## src/include/adc_ctrl_pkg.sv

```systemverilog
// Purpose: shared constants for the converter control block
// Assumes: system clock is the converter master clock
// Notes: command codes and extra register offsets are local picks
// Notes on behaviour
// - start on pin rise or seventh command edge
// - configuration delay is 14 modulator periods of 16
// - delay after start, pin rise, writes 03h-07h
// - first result adds delay, sampling and overhead
// - later continuous results spaced one data period
// - overhead applies offset and gain compensation
// - monitor code 010 routes temperature sensor
// - temperature keeps gain, rate, reference; inputs off
// - codes 011/100 route analog/digital supply quarter
// - supply monitor disconnects inputs, forces gain one
// - supply monitor follows the amplifier enable field
// - codes 101-111 enable burn-out sources, three levels
// - 4-bit magnitude field at 06h sets both sources
// - each source route is a 4-bit field at 07h
// - per-input bits at 08h connect mid-supply bias
// - status register at 01h with reset and ready
// - bit 7 sets on reset, cleared writing zero
// - bit 6 shows not ready during register reset
package adc_ctrl_pkg;
    localparam logic [4:0] ADDR_STATUS = 5'h01,
        ADDR_GAIN = 5'h03,
        ADDR_RATE = 5'h04,
        ADDR_EXC_MAG = 5'h06,
        ADDR_EXC_ROUTE = 5'h07,
        ADDR_BIAS = 5'h08,
        ADDR_SYSCTL = 5'h09,
        ADDR_OFS_LO = 5'h0A,
        ADDR_OFS_HI = 5'h0B,
        ADDR_FSC_LO = 5'h0C,
        ADDR_FSC_HI = 5'h0D,
        ADDR_CFG_FIRST = 5'h03,
        ADDR_CFG_LAST = 5'h07;
    localparam logic [2:0] CMD_READ = 3'h1,
        CMD_WRITE = 3'h2;
    localparam int POR_BIT = 7,
        NRDY_BIT = 6,
        MODE_BIT = 5,
        FSC_SHIFT = 14;
    localparam logic [7:0] CMD_START = 8'h0A,
        GAIN_RST = 8'h00,
        RATE_RST = 8'h04,
        BYTE_RST = 8'h00,
        READY_INIT_CYCLES = 8'h20;
    localparam logic [15:0] FSC_RST = 16'h4000;
    localparam logic [2:0] GAIN_UNITY = 3'h0;
    localparam logic [3:0] MOD_DIV_LAST = 4'hF,
        BIT_SEVENTH = 4'h6,
        BIT_CMD_LAST = 4'h7,
        BIT_DATA_LAST = 4'hF;
    localparam logic [16:0] CFG_DELAY_MODS = 17'h0000E;
    typedef enum logic [2:0] {
        MON_OFF = 3'b000, MON_MID = 3'b001, MON_TEMP = 3'b010,
        MON_AVDD = 3'b011, MON_DVDD = 3'b100, MON_BO_LOW = 3'b101,
        MON_BO_MID = 3'b110, MON_BO_HIGH = 3'b111
    } monitor_t;
    typedef enum logic [2:0] {
        ROUTE_INPUTS = 3'b000, ROUTE_MIDSCALE = 3'b001,
        ROUTE_TEMP = 3'b010, ROUTE_AVDD4 = 3'b011, ROUTE_DVDD4 = 3'b100
    } route_t;
    typedef enum logic [1:0] {
        BO_OFF = 2'b00, BO_0U2 = 2'b01, BO_1U = 2'b10, BO_10U = 2'b11
    } burnout_t;
    // data period in modulator periods, per rate code
    function automatic logic [16:0] period_mods(input logic [3:0] rate);
        logic [16:0] p;
        unique case (rate)
            4'h0: p = 17'h19000;
            4'h1: p = 17'h0C800;
            4'h2: p = 17'h06400;
            4'h3: p = 17'h03C00;
            4'h4: p = 17'h03200;
            4'h5: p = 17'h01400;
            4'h6: p = 17'h010A8;
            4'h7: p = 17'h00A00;
            4'h8: p = 17'h00500;
            4'h9: p = 17'h00280;
            4'hA: p = 17'h00140;
            4'hB: p = 17'h00100;
            4'hC: p = 17'h00080;
            default: p = 17'h00040;
        endcase
        return p;
    endfunction: period_mods
    // first-result time in modulator periods, per rate code
    function automatic logic [16:0] first_mods(input logic [3:0] rate);
        logic [16:0] f;
        unique case (rate)
            4'h0: f = 17'h1968F;
            4'h1: f = 17'h0CE8F;
            4'h2: f = 17'h06A8F;
            4'h3: f = 17'h03C4F;
            4'h4: f = 17'h0388F;
            4'h5: f = 17'h0142E;
            4'h6: f = 17'h010F7;
            4'h7: f = 17'h00A36;
            4'h8: f = 17'h00536;
            4'h9: f = 17'h002B6;
            4'hA: f = 17'h00176;
            4'hB: f = 17'h00136;
            4'hC: f = 17'h000B6;
            default: f = 17'h00076;
        endcase
        return f;
    endfunction: first_mods
endpackage: adc_ctrl_pkg

```

## src/logic/adc_conversion_and_monitor_ctrl.sv

```systemverilog
// Purpose: conversion sequencing, monitor routing, register file
// Assumes: clock is the master clock; filter sum is on this clock
// Notes: serial clock and start pin are sampled, not used as clocks
`timescale 1ns/1ps
`default_nettype none
module adc_conversion_and_monitor_ctrl (
    // clock and reset
    input wire logic clock,
    input wire logic nrst,
    // serial command port
    input wire logic sclk,
    input wire logic cs_n,
    input wire logic din,
    output logic dout,
    // start pin
    input wire logic start_sync,
    // digital filter
    input wire logic [15:0] filter_sum,
    // conversion output
    output logic data_ready,
    output logic [15:0] conv_data,
    output logic sampling,
    // analog front end control
    output adc_ctrl_pkg::route_t route,
    output logic inputs_disconnected,
    output logic [2:0] gain_applied,
    output logic [1:0] amplifier_enable_field,
    output adc_ctrl_pkg::burnout_t burnout_level,
    output logic [3:0] excitation_magnitude_field,
    output logic [3:0] first_source_route_field,
    output logic [3:0] second_source_route_field,
    output logic [6:0] bias_connect_bits
);
    typedef enum logic [1:0] {
        S_IDLE = 2'b00, S_DELAY = 2'b01, S_SAMPLE = 2'b10,
        S_OVERHEAD = 2'b11
    } conv_state_t;

    logic [4:0] addr;
    logic [7:0] wr_data, rd_data;
    logic wr_pulse, start_cmd;
    logic raw_valid;
    logic por_q, por_d;
    logic [7:0] init_q, init_d;
    logic [7:0] gain_q, gain_d, rate_q, rate_d, mag_q, mag_d;
    logic [7:0] rte_q, rte_d, bias_q, bias_d, sys_q, sys_d;
    logic [7:0] ofs_lo_q, ofs_lo_d, ofs_hi_q, ofs_hi_d;
    logic [7:0] fsc_lo_q, fsc_lo_d, fsc_hi_q, fsc_hi_d;
    logic ready, cfg_write;

    serial_cmd_port u_port (
        .clock(clock),
        .nrst(nrst),
        .sclk(sclk),
        .cs_n(cs_n),
        .din(din),
        .dout(dout),
        .rd_data(rd_data),
        .addr(addr),
        .wr_data(wr_data),
        .wr_pulse(wr_pulse),
        .start_pulse(start_cmd)
    );

    result_compensator u_comp (
        .clock(clock),
        .nrst(nrst),
        .raw_valid(raw_valid),
        .raw(filter_sum),
        .offset({ofs_hi_q, ofs_lo_q}),
        .gain({fsc_hi_q, fsc_lo_q}),
        .res_valid(data_ready),
        .result(conv_data)
    );

    // register file and ready tracking

    // register writes and starts are ignored while the init count runs
    assign ready = (init_q == 8'h00);
    assign cfg_write = wr_pulse && ready &&
        addr >= adc_ctrl_pkg::ADDR_CFG_FIRST &&
        addr <= adc_ctrl_pkg::ADDR_CFG_LAST;

    always_comb begin
        por_d = por_q;
        init_d = ready ? init_q : init_q - 8'h01;
        {gain_d, rate_d, mag_d, rte_d, bias_d, sys_d} =
            {gain_q, rate_q, mag_q, rte_q, bias_q, sys_q};
        {ofs_lo_d, ofs_hi_d, fsc_lo_d, fsc_hi_d} =
            {ofs_lo_q, ofs_hi_q, fsc_lo_q, fsc_hi_q};
        if (wr_pulse && ready) begin
            unique case (addr)
                adc_ctrl_pkg::ADDR_STATUS: begin
                    if (!wr_data[adc_ctrl_pkg::POR_BIT]) begin
                        por_d = 1'b0;
                    end
                end
                adc_ctrl_pkg::ADDR_GAIN: gain_d = wr_data;
                adc_ctrl_pkg::ADDR_RATE: rate_d = wr_data;
                adc_ctrl_pkg::ADDR_EXC_MAG: mag_d = wr_data;
                adc_ctrl_pkg::ADDR_EXC_ROUTE: rte_d = wr_data;
                adc_ctrl_pkg::ADDR_BIAS: bias_d = wr_data;
                adc_ctrl_pkg::ADDR_SYSCTL: sys_d = wr_data;
                adc_ctrl_pkg::ADDR_OFS_LO: ofs_lo_d = wr_data;
                adc_ctrl_pkg::ADDR_OFS_HI: ofs_hi_d = wr_data;
                adc_ctrl_pkg::ADDR_FSC_LO: fsc_lo_d = wr_data;
                adc_ctrl_pkg::ADDR_FSC_HI: fsc_hi_d = wr_data;
                default: ;
            endcase
        end
    end

    always_ff @(posedge clock or negedge nrst) begin
        if (!nrst) begin
            por_q <= 1'b1;
            init_q <= adc_ctrl_pkg::READY_INIT_CYCLES;
            gain_q <= adc_ctrl_pkg::GAIN_RST;
            rate_q <= adc_ctrl_pkg::RATE_RST;
            {mag_q, rte_q, bias_q, sys_q, ofs_lo_q, ofs_hi_q} <=
                {6{adc_ctrl_pkg::BYTE_RST}};
            {fsc_hi_q, fsc_lo_q} <= adc_ctrl_pkg::FSC_RST;
        end else begin
            por_q <= por_d;
            init_q <= init_d;
            {gain_q, rate_q, mag_q, rte_q, bias_q, sys_q} <=
                {gain_d, rate_d, mag_d, rte_d, bias_d, sys_d};
            {ofs_lo_q, ofs_hi_q, fsc_lo_q, fsc_hi_q} <=
                {ofs_lo_d, ofs_hi_d, fsc_lo_d, fsc_hi_d};
        end
    end

    always_comb begin
        rd_data = 8'h00;
        unique case (addr)
            adc_ctrl_pkg::ADDR_STATUS: begin
                rd_data[adc_ctrl_pkg::POR_BIT] = por_q;
                rd_data[adc_ctrl_pkg::NRDY_BIT] = ~ready;
            end
            adc_ctrl_pkg::ADDR_GAIN: rd_data = gain_q;
            adc_ctrl_pkg::ADDR_RATE: rd_data = rate_q;
            adc_ctrl_pkg::ADDR_EXC_MAG: rd_data = mag_q;
            adc_ctrl_pkg::ADDR_EXC_ROUTE: rd_data = rte_q;
            adc_ctrl_pkg::ADDR_BIAS: rd_data = bias_q;
            adc_ctrl_pkg::ADDR_SYSCTL: rd_data = sys_q;
            adc_ctrl_pkg::ADDR_OFS_LO: rd_data = ofs_lo_q;
            adc_ctrl_pkg::ADDR_OFS_HI: rd_data = ofs_hi_q;
            adc_ctrl_pkg::ADDR_FSC_LO: rd_data = fsc_lo_q;
            adc_ctrl_pkg::ADDR_FSC_HI: rd_data = fsc_hi_q;
            default: rd_data = 8'h00;
        endcase
    end

    // conversion sequencer
    conv_state_t state_q, state_d;
    logic [16:0] cnt_q, cnt_d;
    logic [3:0] div_q, div_d;
    logic first_q, first_d;
    logic pin_m, pin_s, pin_p;
    logic mod_tick, start_evt;
    logic [16:0] period, overhead;

    assign period = adc_ctrl_pkg::period_mods(rate_q[3:0]);
    // overhead is what the first result takes beyond delay and sampling
    assign overhead = adc_ctrl_pkg::first_mods(rate_q[3:0]) - period
        - adc_ctrl_pkg::CFG_DELAY_MODS;
    assign mod_tick = (div_q == adc_ctrl_pkg::MOD_DIV_LAST);
    assign start_evt = ready && (start_cmd || (pin_s && !pin_p) ||
        (cfg_write && state_q != S_IDLE));

    always_comb begin
        state_d = state_q;
        cnt_d = cnt_q;
        first_d = first_q;
        raw_valid = 1'b0;
        div_d = div_q + 4'h1;
        if (start_evt) begin
            // a new start abandons any conversion in flight
            state_d = S_DELAY;
            cnt_d = adc_ctrl_pkg::CFG_DELAY_MODS - 17'h1;
            div_d = 4'h0;
            first_d = 1'b1;
        end else if (mod_tick) begin
            unique case (state_q)
                S_IDLE: ;
                S_DELAY: begin
                    cnt_d = cnt_q - 17'h1;
                    if (cnt_q == 17'h0) begin
                        state_d = S_SAMPLE;
                        cnt_d = period - 17'h1;
                    end
                end
                S_SAMPLE: begin
                    cnt_d = cnt_q - 17'h1;
                    if (cnt_q == 17'h0) begin
                        if (first_q) begin
                            state_d = S_OVERHEAD;
                            cnt_d = overhead - 17'h1;
                        end else begin
                            raw_valid = 1'b1;
                            cnt_d = period - 17'h1;
                        end
                    end
                end
                S_OVERHEAD: begin
                    cnt_d = cnt_q - 17'h1;
                    if (cnt_q == 17'h0) begin
                        raw_valid = 1'b1;
                        first_d = 1'b0;
                        cnt_d = period - 17'h1;
                        state_d = rate_q[adc_ctrl_pkg::MODE_BIT] ?
                            S_IDLE : S_SAMPLE;
                    end
                end
            endcase
        end
    end

    always_ff @(posedge clock or negedge nrst) begin
        if (!nrst) begin
            state_q <= S_IDLE;
            cnt_q <= 17'h0;
            div_q <= 4'h0;
            first_q <= 1'b0;
            {pin_m, pin_s, pin_p} <= 3'h0;
        end else begin
            state_q <= state_d;
            cnt_q <= cnt_d;
            div_q <= div_d;
            first_q <= first_d;
            {pin_m, pin_s, pin_p} <= {start_sync, pin_m, pin_s};
        end
    end

    // front end control, registered so outputs come from flops
    adc_ctrl_pkg::route_t route_q, route_d;
    adc_ctrl_pkg::burnout_t bo_q, bo_d;
    logic disc_q, disc_d, samp_q, samp_d;
    logic [2:0] gapp_q, gapp_d;

    always_comb begin
        route_d = adc_ctrl_pkg::ROUTE_INPUTS;
        bo_d = adc_ctrl_pkg::BO_OFF;
        disc_d = 1'b0;
        gapp_d = gain_q[2:0];
        samp_d = (state_d == S_SAMPLE);
        unique case (adc_ctrl_pkg::monitor_t'(sys_q[2:0]))
            adc_ctrl_pkg::MON_OFF: ;
            adc_ctrl_pkg::MON_MID: begin
                route_d = adc_ctrl_pkg::ROUTE_MIDSCALE;
                disc_d = 1'b1;
            end
            adc_ctrl_pkg::MON_TEMP: begin
                route_d = adc_ctrl_pkg::ROUTE_TEMP;
                disc_d = 1'b1;
            end
            adc_ctrl_pkg::MON_AVDD: begin
                route_d = adc_ctrl_pkg::ROUTE_AVDD4;
                disc_d = 1'b1;
                gapp_d = adc_ctrl_pkg::GAIN_UNITY;
            end
            adc_ctrl_pkg::MON_DVDD: begin
                route_d = adc_ctrl_pkg::ROUTE_DVDD4;
                disc_d = 1'b1;
                gapp_d = adc_ctrl_pkg::GAIN_UNITY;
            end
            adc_ctrl_pkg::MON_BO_LOW: bo_d = adc_ctrl_pkg::BO_0U2;
            adc_ctrl_pkg::MON_BO_MID: bo_d = adc_ctrl_pkg::BO_1U;
            adc_ctrl_pkg::MON_BO_HIGH: bo_d = adc_ctrl_pkg::BO_10U;
        endcase
    end

    always_ff @(posedge clock or negedge nrst) begin
        if (!nrst) begin
            route_q <= adc_ctrl_pkg::ROUTE_INPUTS;
            bo_q <= adc_ctrl_pkg::BO_OFF;
            {disc_q, samp_q} <= 2'b00;
            gapp_q <= adc_ctrl_pkg::GAIN_RST[2:0];
        end else begin
            route_q <= route_d;
            bo_q <= bo_d;
            {disc_q, samp_q} <= {disc_d, samp_d};
            gapp_q <= gapp_d;
        end
    end

    assign route = route_q;
    assign burnout_level = bo_q;
    assign inputs_disconnected = disc_q;
    assign gain_applied = gapp_q;
    assign sampling = samp_q;
    // amplifier enable passes through even for supply monitors
    assign amplifier_enable_field = gain_q[6:5];
    assign excitation_magnitude_field = mag_q[3:0];
    assign first_source_route_field = rte_q[3:0];
    assign second_source_route_field = rte_q[7:4];
    assign bias_connect_bits = bias_q[6:0];
endmodule: adc_conversion_and_monitor_ctrl
`default_nettype wire

```

## src/logic/serial_cmd_port.sv

```systemverilog
// Purpose: serial command receiver and register read shifter
// Assumes: data sampled on falling serial clock, shifted on rising
// Notes: all pins pass two flops before use
`timescale 1ns/1ps
`default_nettype none
module serial_cmd_port (
    // clock and reset
    input wire logic clock,
    input wire logic nrst,
    // pins
    input wire logic sclk,
    input wire logic cs_n,
    input wire logic din,
    output logic dout,
    // register side
    input wire logic [7:0] rd_data,
    output logic [4:0] addr,
    output logic [7:0] wr_data,
    output logic wr_pulse,
    output logic start_pulse
);
    logic sclk_m, sclk_s, sclk_p, cs_m, cs_s, din_m, din_s;
    logic [3:0] cnt_q, cnt_d;
    logic [7:0] sh_q, sh_d, cmd_q, cmd_d, out_q, out_d, wd_q, wd_d;
    logic [4:0] addr_q, addr_d;
    logic load_q, load_d, wr_q, wr_d, st_q, st_d, dout_q, dout_d;
    logic fall, rise;

    assign fall = sclk_p & ~sclk_s;
    assign rise = ~sclk_p & sclk_s;

    always_comb begin
        logic [7:0] nx;
        nx = {sh_q[6:0], din_s};
        {cnt_d, sh_d, cmd_d, out_d, wd_d, addr_d} =
            {cnt_q, sh_q, cmd_q, out_q, wd_q, addr_q};
        {load_d, wr_d, st_d} = 3'b000;
        dout_d = dout_q;
        if (load_q) begin
            out_d = rd_data;
        end
        if (cs_s) begin
            cnt_d = 4'h0;
            dout_d = 1'b0;
        end else if (fall) begin
            sh_d = nx;
            cnt_d = cnt_q + 4'h1;
            if (cnt_q == adc_ctrl_pkg::BIT_SEVENTH &&
                nx[6:0] == adc_ctrl_pkg::CMD_START[7:1]) begin
                st_d = 1'b1;
            end
            if (cnt_q == adc_ctrl_pkg::BIT_CMD_LAST) begin
                cmd_d = nx;
                addr_d = nx[4:0];
                load_d = (nx[7:5] == adc_ctrl_pkg::CMD_READ);
            end
            if (cnt_q == adc_ctrl_pkg::BIT_DATA_LAST &&
                cmd_q[7:5] == adc_ctrl_pkg::CMD_WRITE) begin
                wr_d = 1'b1;
                wd_d = nx;
            end
        end else if (rise && cnt_q[3] &&
                     cmd_q[7:5] == adc_ctrl_pkg::CMD_READ) begin
            dout_d = out_q[7];
            out_d = {out_q[6:0], 1'b0};
        end
    end

    always_ff @(posedge clock or negedge nrst) begin
        if (!nrst) begin
            {sclk_m, sclk_s, sclk_p, din_m, din_s} <= 5'h00;
            {cs_m, cs_s} <= 2'h3;
            cnt_q <= 4'h0;
            {sh_q, cmd_q, out_q, wd_q} <= 32'h00000000;
            addr_q <= 5'h00;
            {load_q, wr_q, st_q, dout_q} <= 4'h0;
        end else begin
            {sclk_m, sclk_s, sclk_p} <= {sclk, sclk_m, sclk_s};
            {cs_m, cs_s, din_m, din_s} <= {cs_n, cs_m, din, din_m};
            cnt_q <= cnt_d;
            {sh_q, cmd_q, out_q, wd_q} <= {sh_d, cmd_d, out_d, wd_d};
            addr_q <= addr_d;
            {load_q, wr_q, st_q, dout_q} <= {load_d, wr_d, st_d, dout_d};
        end
    end

    assign dout = dout_q;
    assign addr = addr_q;
    assign wr_data = wd_q;
    assign wr_pulse = wr_q;
    assign start_pulse = st_q;
endmodule: serial_cmd_port
`default_nettype wire

```

## src/logic/result_compensator.sv

```systemverilog
// Purpose: offset and gain correction of the filter sum
// Assumes: signed sum, signed offset, unsigned gain with 4000h unity
// Notes: one cycle of latency, result clipped to 16 bits
`timescale 1ns/1ps
`default_nettype none
module result_compensator (
    // clock and reset
    input wire logic clock,
    input wire logic nrst,
    // raw sum and corrections
    input wire logic raw_valid,
    input wire logic [15:0] raw,
    input wire logic [15:0] offset,
    input wire logic [15:0] gain,
    // corrected result
    output logic res_valid,
    output logic [15:0] result
);
    logic [15:0] res_q, res_d;
    logic val_q, val_d;

    always_comb begin
        logic signed [16:0] diff;
        logic signed [33:0] prod, scaled;
        diff = $signed({raw[15], raw}) - $signed({offset[15], offset});
        prod = diff * $signed({1'b0, gain});
        scaled = prod >>> adc_ctrl_pkg::FSC_SHIFT;
        val_d = raw_valid;
        res_d = res_q;
        if (raw_valid) begin
            // saturate rather than wrap on large gain factors
            if (scaled > 34'sd32767) begin
                res_d = 16'h7FFF;
            end else if (scaled < -34'sd32768) begin
                res_d = 16'h8000;
            end else begin
                res_d = scaled[15:0];
            end
        end
    end

    always_ff @(posedge clock or negedge nrst) begin
        if (!nrst) begin
            res_q <= 16'h0000;
            val_q <= 1'b0;
        end else begin
            res_q <= res_d;
            val_q <= val_d;
        end
    end

    assign res_valid = val_q;
    assign result = res_q;
endmodule: result_compensator
`default_nettype wire

```

## config.mk

```make
export PLATFORM = sky130hd
export DESIGN_NAME = adc_conversion_and_monitor_ctrl
export DESIGN_NICKNAME = d
export VERILOG_FILES = /design/src/include/adc_ctrl_pkg.sv /design/src/logic/adc_conversion_and_monitor_ctrl.sv /design/src/logic/serial_cmd_port.sv /design/src/logic/result_compensator.sv
export SDC_FILE = /design/constraint.sdc
export NUM_CORES = 1
export LEC_CHECK = 0
export BUFFER_PORTS_ARGS = -buffer_cell sky130_fd_sc_hd__buf_2
export CELL_PAD_IN_SITES_DETAIL_PLACEMENT = 0
export CELL_PAD_IN_SITES_GLOBAL_PLACEMENT = 1
export CORE_MARGIN = 10
export CORE_UTILIZATION = 39
export CTS_CLUSTER_DIAMETER = 200
export DETAILED_ROUTE_END_ITERATION = 6
export HOLD_SLACK_MARGIN = 0.08
export PLACE_DENSITY_LB_ADDON = 0.15
export SLEW_MARGIN = 20
export SYNTH_ARGS = -nofsm -noshare
export SYNTH_HDL_FRONTEND = slang
export SYNTH_SLANG_ARGS = --single-unit
```

## constraint.sdc

```tcl
create_clock -name clock -period 10.05 [get_ports clock]
set_input_delay 2.5125 -clock clock [delete_from_list [all_inputs] [get_ports clock]]
set_output_delay 2.5125 -clock clock [all_outputs]
set_load 0.05 [all_outputs]
```

Yosys cells after proc, flatten, opt, wreduce, memory -nomap -nowiden
Memory sizes are Yosys's and may differ from the RTL's.
Cells that the tools add are included.
{ "op_classes": {"bitwise": 7, "n_addsub": 9, "muxes": 51, "n_reduce_logical": 42, "n_eq_ne": 31, "magnitude_cmp": 4, "n_mul": 1} }
{ "op_table": {"columns": ["operator", "count"], "rows": [
  ["17-bit two-way mux", 5],
  ["6-bit case mux with 10 select lines", 1],
  ["17-bit by 1-bit subtractor with 17-bit output, second input constant", 3],
  ["17-bit by 17-bit multiplier with 34-bit output", 1],
  ["17-bit case mux with 2 select lines", 1],
  ["16-bit two-way mux", 2],
  ["8-bit two-way mux", 4],
  ["5-bit by 4-bit equality test with 1-bit output, second input constant", 6],
  ["2-bit AND reduction", 13],
  ["1-bit two-way mux", 22],
  ["2-bit case mux with 11 select lines", 1],
  ["20-bit by 16-bit > comparator with 1-bit output, second input constant", 1],
  ["20-bit by 16-bit < comparator with 1-bit output, second input constant", 1],
  ["17-bit logical NOT", 1],
  ["16-bit by 16-bit subtractor with 17-bit output", 1],
  ["17-bit subtractor", 1],
  ["17-bit by 4-bit subtractor with 17-bit output, second input constant", 1],
  ["5-bit by 3-bit equality test with 1-bit output, second input constant", 3],
  ["2-bit two-way mux", 7],
  ["3-bit equality test, second input constant", 4],
  ["4-bit two-way mux", 3],
  ["2-bit case mux with 3 select lines", 2],
  ["3-bit case mux with 4 select lines", 1],
  ["3-bit AND reduction", 4],
  ["other kinds (26)", 56]
]} }
{ "totals": {"register_bits": 194, "memories": 2, "in_bits": 22, "word_cells": 190, "mem_bits_ro": 448, "output_inout_bits": 49} }
{ "mem_list": {"columns": ["name", "words", "word_bits", "read_ports", "rd_clocked_by_memory_dff", "wr", "line", "source"], "rows": [
  ["(name not given)", 16, 15, 1, 0, 0, "adc_ctrl_pkg.sv:91", "unique case (rate)"],
  ["(name not given)", 16, 13, 1, 0, 0, "adc_ctrl_pkg.sv:70", "unique case (rate)"]
]} }

Longest topological paths before layout
{ "logic_depth": {"word_depth": 9, "depth_mapped": 37, "depth_no_buf": 34} }

Hierarchy
A second synthesis with hierarchy kept.
{ "hier_totals": {"hier_cells": 2184, "hier_area_um2": 21136.5} }
{ "modules_own_cells": {"columns": ["mod", "seq_area_each_um2", "area_each_um2", "instances", "cells_per_inst"], "rows": [
  ["result_compensator", 425.4, 11822.6, 1, 1343],
  ["adc_conversion_and_monitor_ctrl", 3158.0, 7400.8, 1, 714],
  ["serial_cmd_port", 1153.6, 1913.1, 1, 127]
]} }

Worst setup path before layout
No wires, ideal clock.
{ "synth_timing": {"path_type": "input port to flip-flop", "startpoint": "in filter_sum[0]", "endpoint": "reg u_comp.res_q[14] (netlist: u_comp.result[14])", "setup_slack_ns": -0.443, "n_path_buf": 3, "arrival_ns": 10.355, "required_time_ns": 9.912, "setup_time_ns": 0.138, "cell_stages": 34, "cell_sequence": "inv_1 ha_1 fa_1 nor2b_1 o21ai_0 a21boi_0 o41ai_1 o211ai_1 nand2_1 o221a_2 clkbuf_1 nand2_1 inv_1 fa_1 fa_1 clkbuf_1 xnor2_1 xnor2_1 fa_1 fa_1 inv_1 fa_1 inv_1 ha_1 nand4_1 nor3_1 nor3_1 and3_1 nand2_1 mux2i_1 or3_1 o31ai_2 buf_4 o211ai_1"} }
{ "synth_between": {"elab_chain_cells": 5, "word_cells_on_any_way": 6, "cone_classes": "1 x add/sub; 1 x mul; 2 x order compare; 2 x mux"} }
{ "synth_lines": {"columns": ["item", "line", "source"], "rows": [
  ["start: declaration", "adc_conversion_and_monitor_ctrl.sv:18", "input wire logic [15:0] filter_sum,"],
  ["16-bit by 16-bit subtractor with 17-bit output *", "result_compensator.sv:25", "diff = $signed({raw[15], raw}) - $signed({offset[15], offset});"],
  ["17-bit by 17-bit multiplier with 34-bit output *", "result_compensator.sv:26", "prod = diff * $signed({1'b0, gain});"],
  ["20-bit by 16-bit < comparator with 1-bit output", "result_compensator.sv:34", "end else if (scaled < -34'sd32768) begin"],
  ["16-bit two-way mux", "result_compensator.sv:34", null],
  ["16-bit two-way mux *", "result_compensator.sv:32", "if (scaled > 34'sd32767) begin"],
  ["end signal: assignment", "result_compensator.sv:47", "res_q <= res_d;"],
  ["end: declaration", "result_compensator.sv:19", "logic [15:0] res_q, res_d;"]
]} }
Mark *: on every way between the ends. The rest lies on a longest branch, timed or not.
A chain may end at the register's enable or synchronous reset.

Worst setup path in the final report
{ "layout_timing": {"startpoint": "in filter_sum[0]", "endpoint": "reg u_comp.res_q[7] (netlist: u_comp.result[7])"} }
Same word-level chain as after synthesis.

==> results by group <==
GRT
  – GRT Util Overall: 18.1%
  – Largest net degree at the start of global routing: between 60 and 70
  – Initial antenna violation count: 1
  – First-pass GRT wire length: slightly above 90,000 um
  – GR Overflow Total: 0
  – Vias in the first global route: 16,400

Power and ir drop
  – VDD IR max: approximately 0.19 mV
  – Total power: approximately 1.7 mW
  – Leakage dissipation: ~12 nW
  – Power Density: about 72 nW/um2

Final layout
  – Largest Register: cnt_q
  – Commonest non-fill, non-tap cell in the layout: inv_1
  – Most frequent cells in the layout: inv_1, fa_1, nand2_1, dfrtp_1, buf_4
  – Number of flip-flops in the largest register: 17
  – Share of cells above drive strength 1: a little under a fifth
  – Nets: roughly 2,800
  – # diodes: 0
  – Area grow syn2layout: 16.0%
  – Cell Count, Final, Fillers Out: 3,073

Detailed routing
  – Vias/cell: slightly above 5
  – Post-route ant nets: 0
  – Drt first pass iters: 5
  – Routed wire length: ~56,000 um
  – # DRC: 0
  – Routed vias: 15,500
  – Routed wire per std cell: about 18 um
  – Starting DRT DRC Count: just over 800

Critical path
  – Critical path class: in -> reg
  – R2r startpoint: ofs_lo_q[0]
  – Maximum fanout along the worst path: 7
  – Crit path arrival time: roughly 10 ns
  – Critical Path Max Stage Delay: about 0.54 ns
  – Crit path top cell by count: fa_1
  – Critical Path RT: about 10 ns
  – R2R setup slack: 1.84 ns
  – Register-to-Register Path Depth: 32
  – R2r endpoint: u_comp.result[7]
  – Setup crit start kind: input pin
  – Crit-path slowest cell: fa_1
  – Crit. End Element: register

Floorplanning
  – Die H: 250 um
  – Site Rows: 84
  – I/O pin total: 71
  – Starting Density: between 30% and 40%
  – Die Area: approximately 62,000 um2
  – Core outline area: between 50,000 and 60,000 um2
  – Die X-Extent: about 250 um

Worst hold path
  – Hold Path End: u_port.cs_s
  – Hold_sp: u_port.cs_m
  – Hold Path Class: reg -> reg
  – WHS Path Cells: 0

STA
  – Slew HR: between 20% and 30%
  – Hold Vio Cnt, Final: 0
  – Post-route setup slack: 0.249 ns
  – Max Freq: between 0.1 and 0.15 GHz
  – Worst Max-Slew Pin Slew: 1.07 ns
  – RSZ-0062 raised after global routing: true
  – Setup TNS: 0 ns
  – Fin Hold WS: approximately 0.35 ns
  – Setup violators final: 0
  – Worst clock skew: 0.0186 ns
  – Final Cycle Share: between 90% and 100%
  – Fin crit period: roughly 9.8 ns
  – Final Max Tran Viols: 0

Yosys
  – FF+latch count, synth: ~190
  – Synth async-reset ratio: 100%
  – Synthesized area: 20,600 um2
  – Avg Cell Area, Syn: approximately 9.3 um2
  – Syn nets: 2,646
  – Synth warn: 0
  – Most used DFF post-synth: dfrtp_1
  – Seq/Total Area, Yosys: a little under a quarter
  – Syn Inst Count: ~2,200
  – Synth cell types: 76
  – Number of synthesized flops with an enable pin: 0

Clock network
  – TritonCTS Buffers: 17
  – CTS tree: done
  – Clock transition at path regs: 0.08 ns
  – CTS Sinks: 189
  – Worst-skew pair later-pin latency: about 0.5 ns
  – H-tree depth: 4
  – CTS root buf: clkbuf_16
  – CTS max path bufs: 2

Placed design
  – Placed Instances: ~3,000
  – GP Congestion: 0.825
  – I/O Buffers: 70
  – Setup WS pre-CTS: -0.717 ns
  – Hpwl dp: about 44,000 um

Flow run
  – Max Cap Viol: 0

Status
  – Status: finished clean
[where the power goes]
group          switching (mW)  total [mW]  internal (mW)
sequential             0.0236       0.803          0.779
combinational          0.0976       0.173         0.0756
clock                   0.388       0.738          0.350
total                   0.509        1.71           1.21
[stage by stage]
| stage | util, % | instance area (um2) |
|---|---|---|
| global route | 45.6 | 23900 |
| finish | 45.6 | 23900 |
| floorplan | - | 20700 |
| CTS | 44.4 | 23300 |
| detailed placement | 43.2 | 22700 |
| global placement | 43.2 | 22700 |
[cells by family (layout without fill, tap and decap cells)]
family,Yosys count,count (layout),share of synthesized area [%]
flops,189,189,23.0
buf+inv,514,676,9.65
simple gates,654,654,15.6
xor+xnor,66,66,2.80
fa+ha+maj,404,404,34.3
mux,87,87,4.69
compound gates,309,309,9.96
[worst max-delay path by stage]
stage	startpoint	endpoint	cells past startpoint
3_3_place_gp	filter_sum[0]	u_comp.result[2]	35
2_1_floorplan	filter_sum[0]	u_comp.result[14]	33
5_1_grt	filter_sum[0]	u_comp.result[9]	35
3_5_place_dp	filter_sum[0]	u_comp.result[12]	35
6_report	filter_sum[0]	u_comp.result[7]	34
4_1_cts	filter_sum[0]	u_comp.result[2]	35
[cell usage after synthesis, drive strengths merged, types with 4 or more instances]
cell | number | area [um2]
inv | 405 | 1520
dfstp | 6 | 158
a22o | 12 | 105
a22oi | 13 | 97.6
nor2b | 39 | 244
nand2 | 251 | 942
or3 | 11 | 68.8
o211ai | 25 | 193
o21a | 16 | 120
xnor2 | 43 | 377
a21oi | 82 | 422
and4 | 4 | 35.0
nand4 | 9 | 56.3
o21bai | 4 | 30.0
clkbuf | 85 | 319
nor3 | 37 | 200
nand2b | 24 | 150
dfrtp | 183 | 4580
nand3b | 4 | 30.0
mux2i | 9 | 90.1
xor2 | 23 | 201
fa | 270 | 5410
a221oi | 15 | 131
buf | 22 | 144
ha | 131 | 1640
a31oi | 10 | 62.6
or2 | 4 | 25.0
mux2 | 78 | 878
o21ai | 66 | 330
nor4 | 7 | 43.8
o31ai | 9 | 72.6
a211oi | 10 | 75.1
and3 | 16 | 100
and2 | 118 | 738
nand3 | 30 | 150
a21boi | 6 | 45.1
a21o | 14 | 105
nor2 | 87 | 327
[critical path: cells and delay by family]
| family | cells | cell delay (ns) |
|---|---|---|
| adders and majority gates | 9 | 3.81 |
| AOI/OAI and AO/OA | 10 | 1.59 |
| and+or+nand+nor | 7 | 1.36 |
| buffers and inverters | 7 | 0.64 |
| xor gates and xnor gates | 1 | 0.30 |
[routing by layer]
metal / wire length [um] / GRT usage (%)
met2: 27400 / 30.7
met4: 1000 / 4.80
met3: 1900 / 2.54
met5: 0 / 0
met1: 25500 / 23.8
[timing repair]
| action | CTS | global route |
|---|---|---|
| gates cloned | 0 | 3 |
| buffers inserted | 0 | 13 |
| hold buffers | 0 | 0 |
| setup endpoints to repair | 15 | 16 |
| gates resized for setup | 3 | 98 |
| pin swaps | 1 | 97 |
[final cells by class]
type / instances / area [um2]
clock buffers: 17 / 425
clock inverters: 15 / 213
repair buffers: 237 / 1770
inverters: 407 / 1530
multi-input cells: 1520 / 14400
fillers: 5030 / 28500
flip-flops and latches: 189 / 4740
well taps: 688 / 861
No activity file was read; power rests on OpenSTA's default activity.
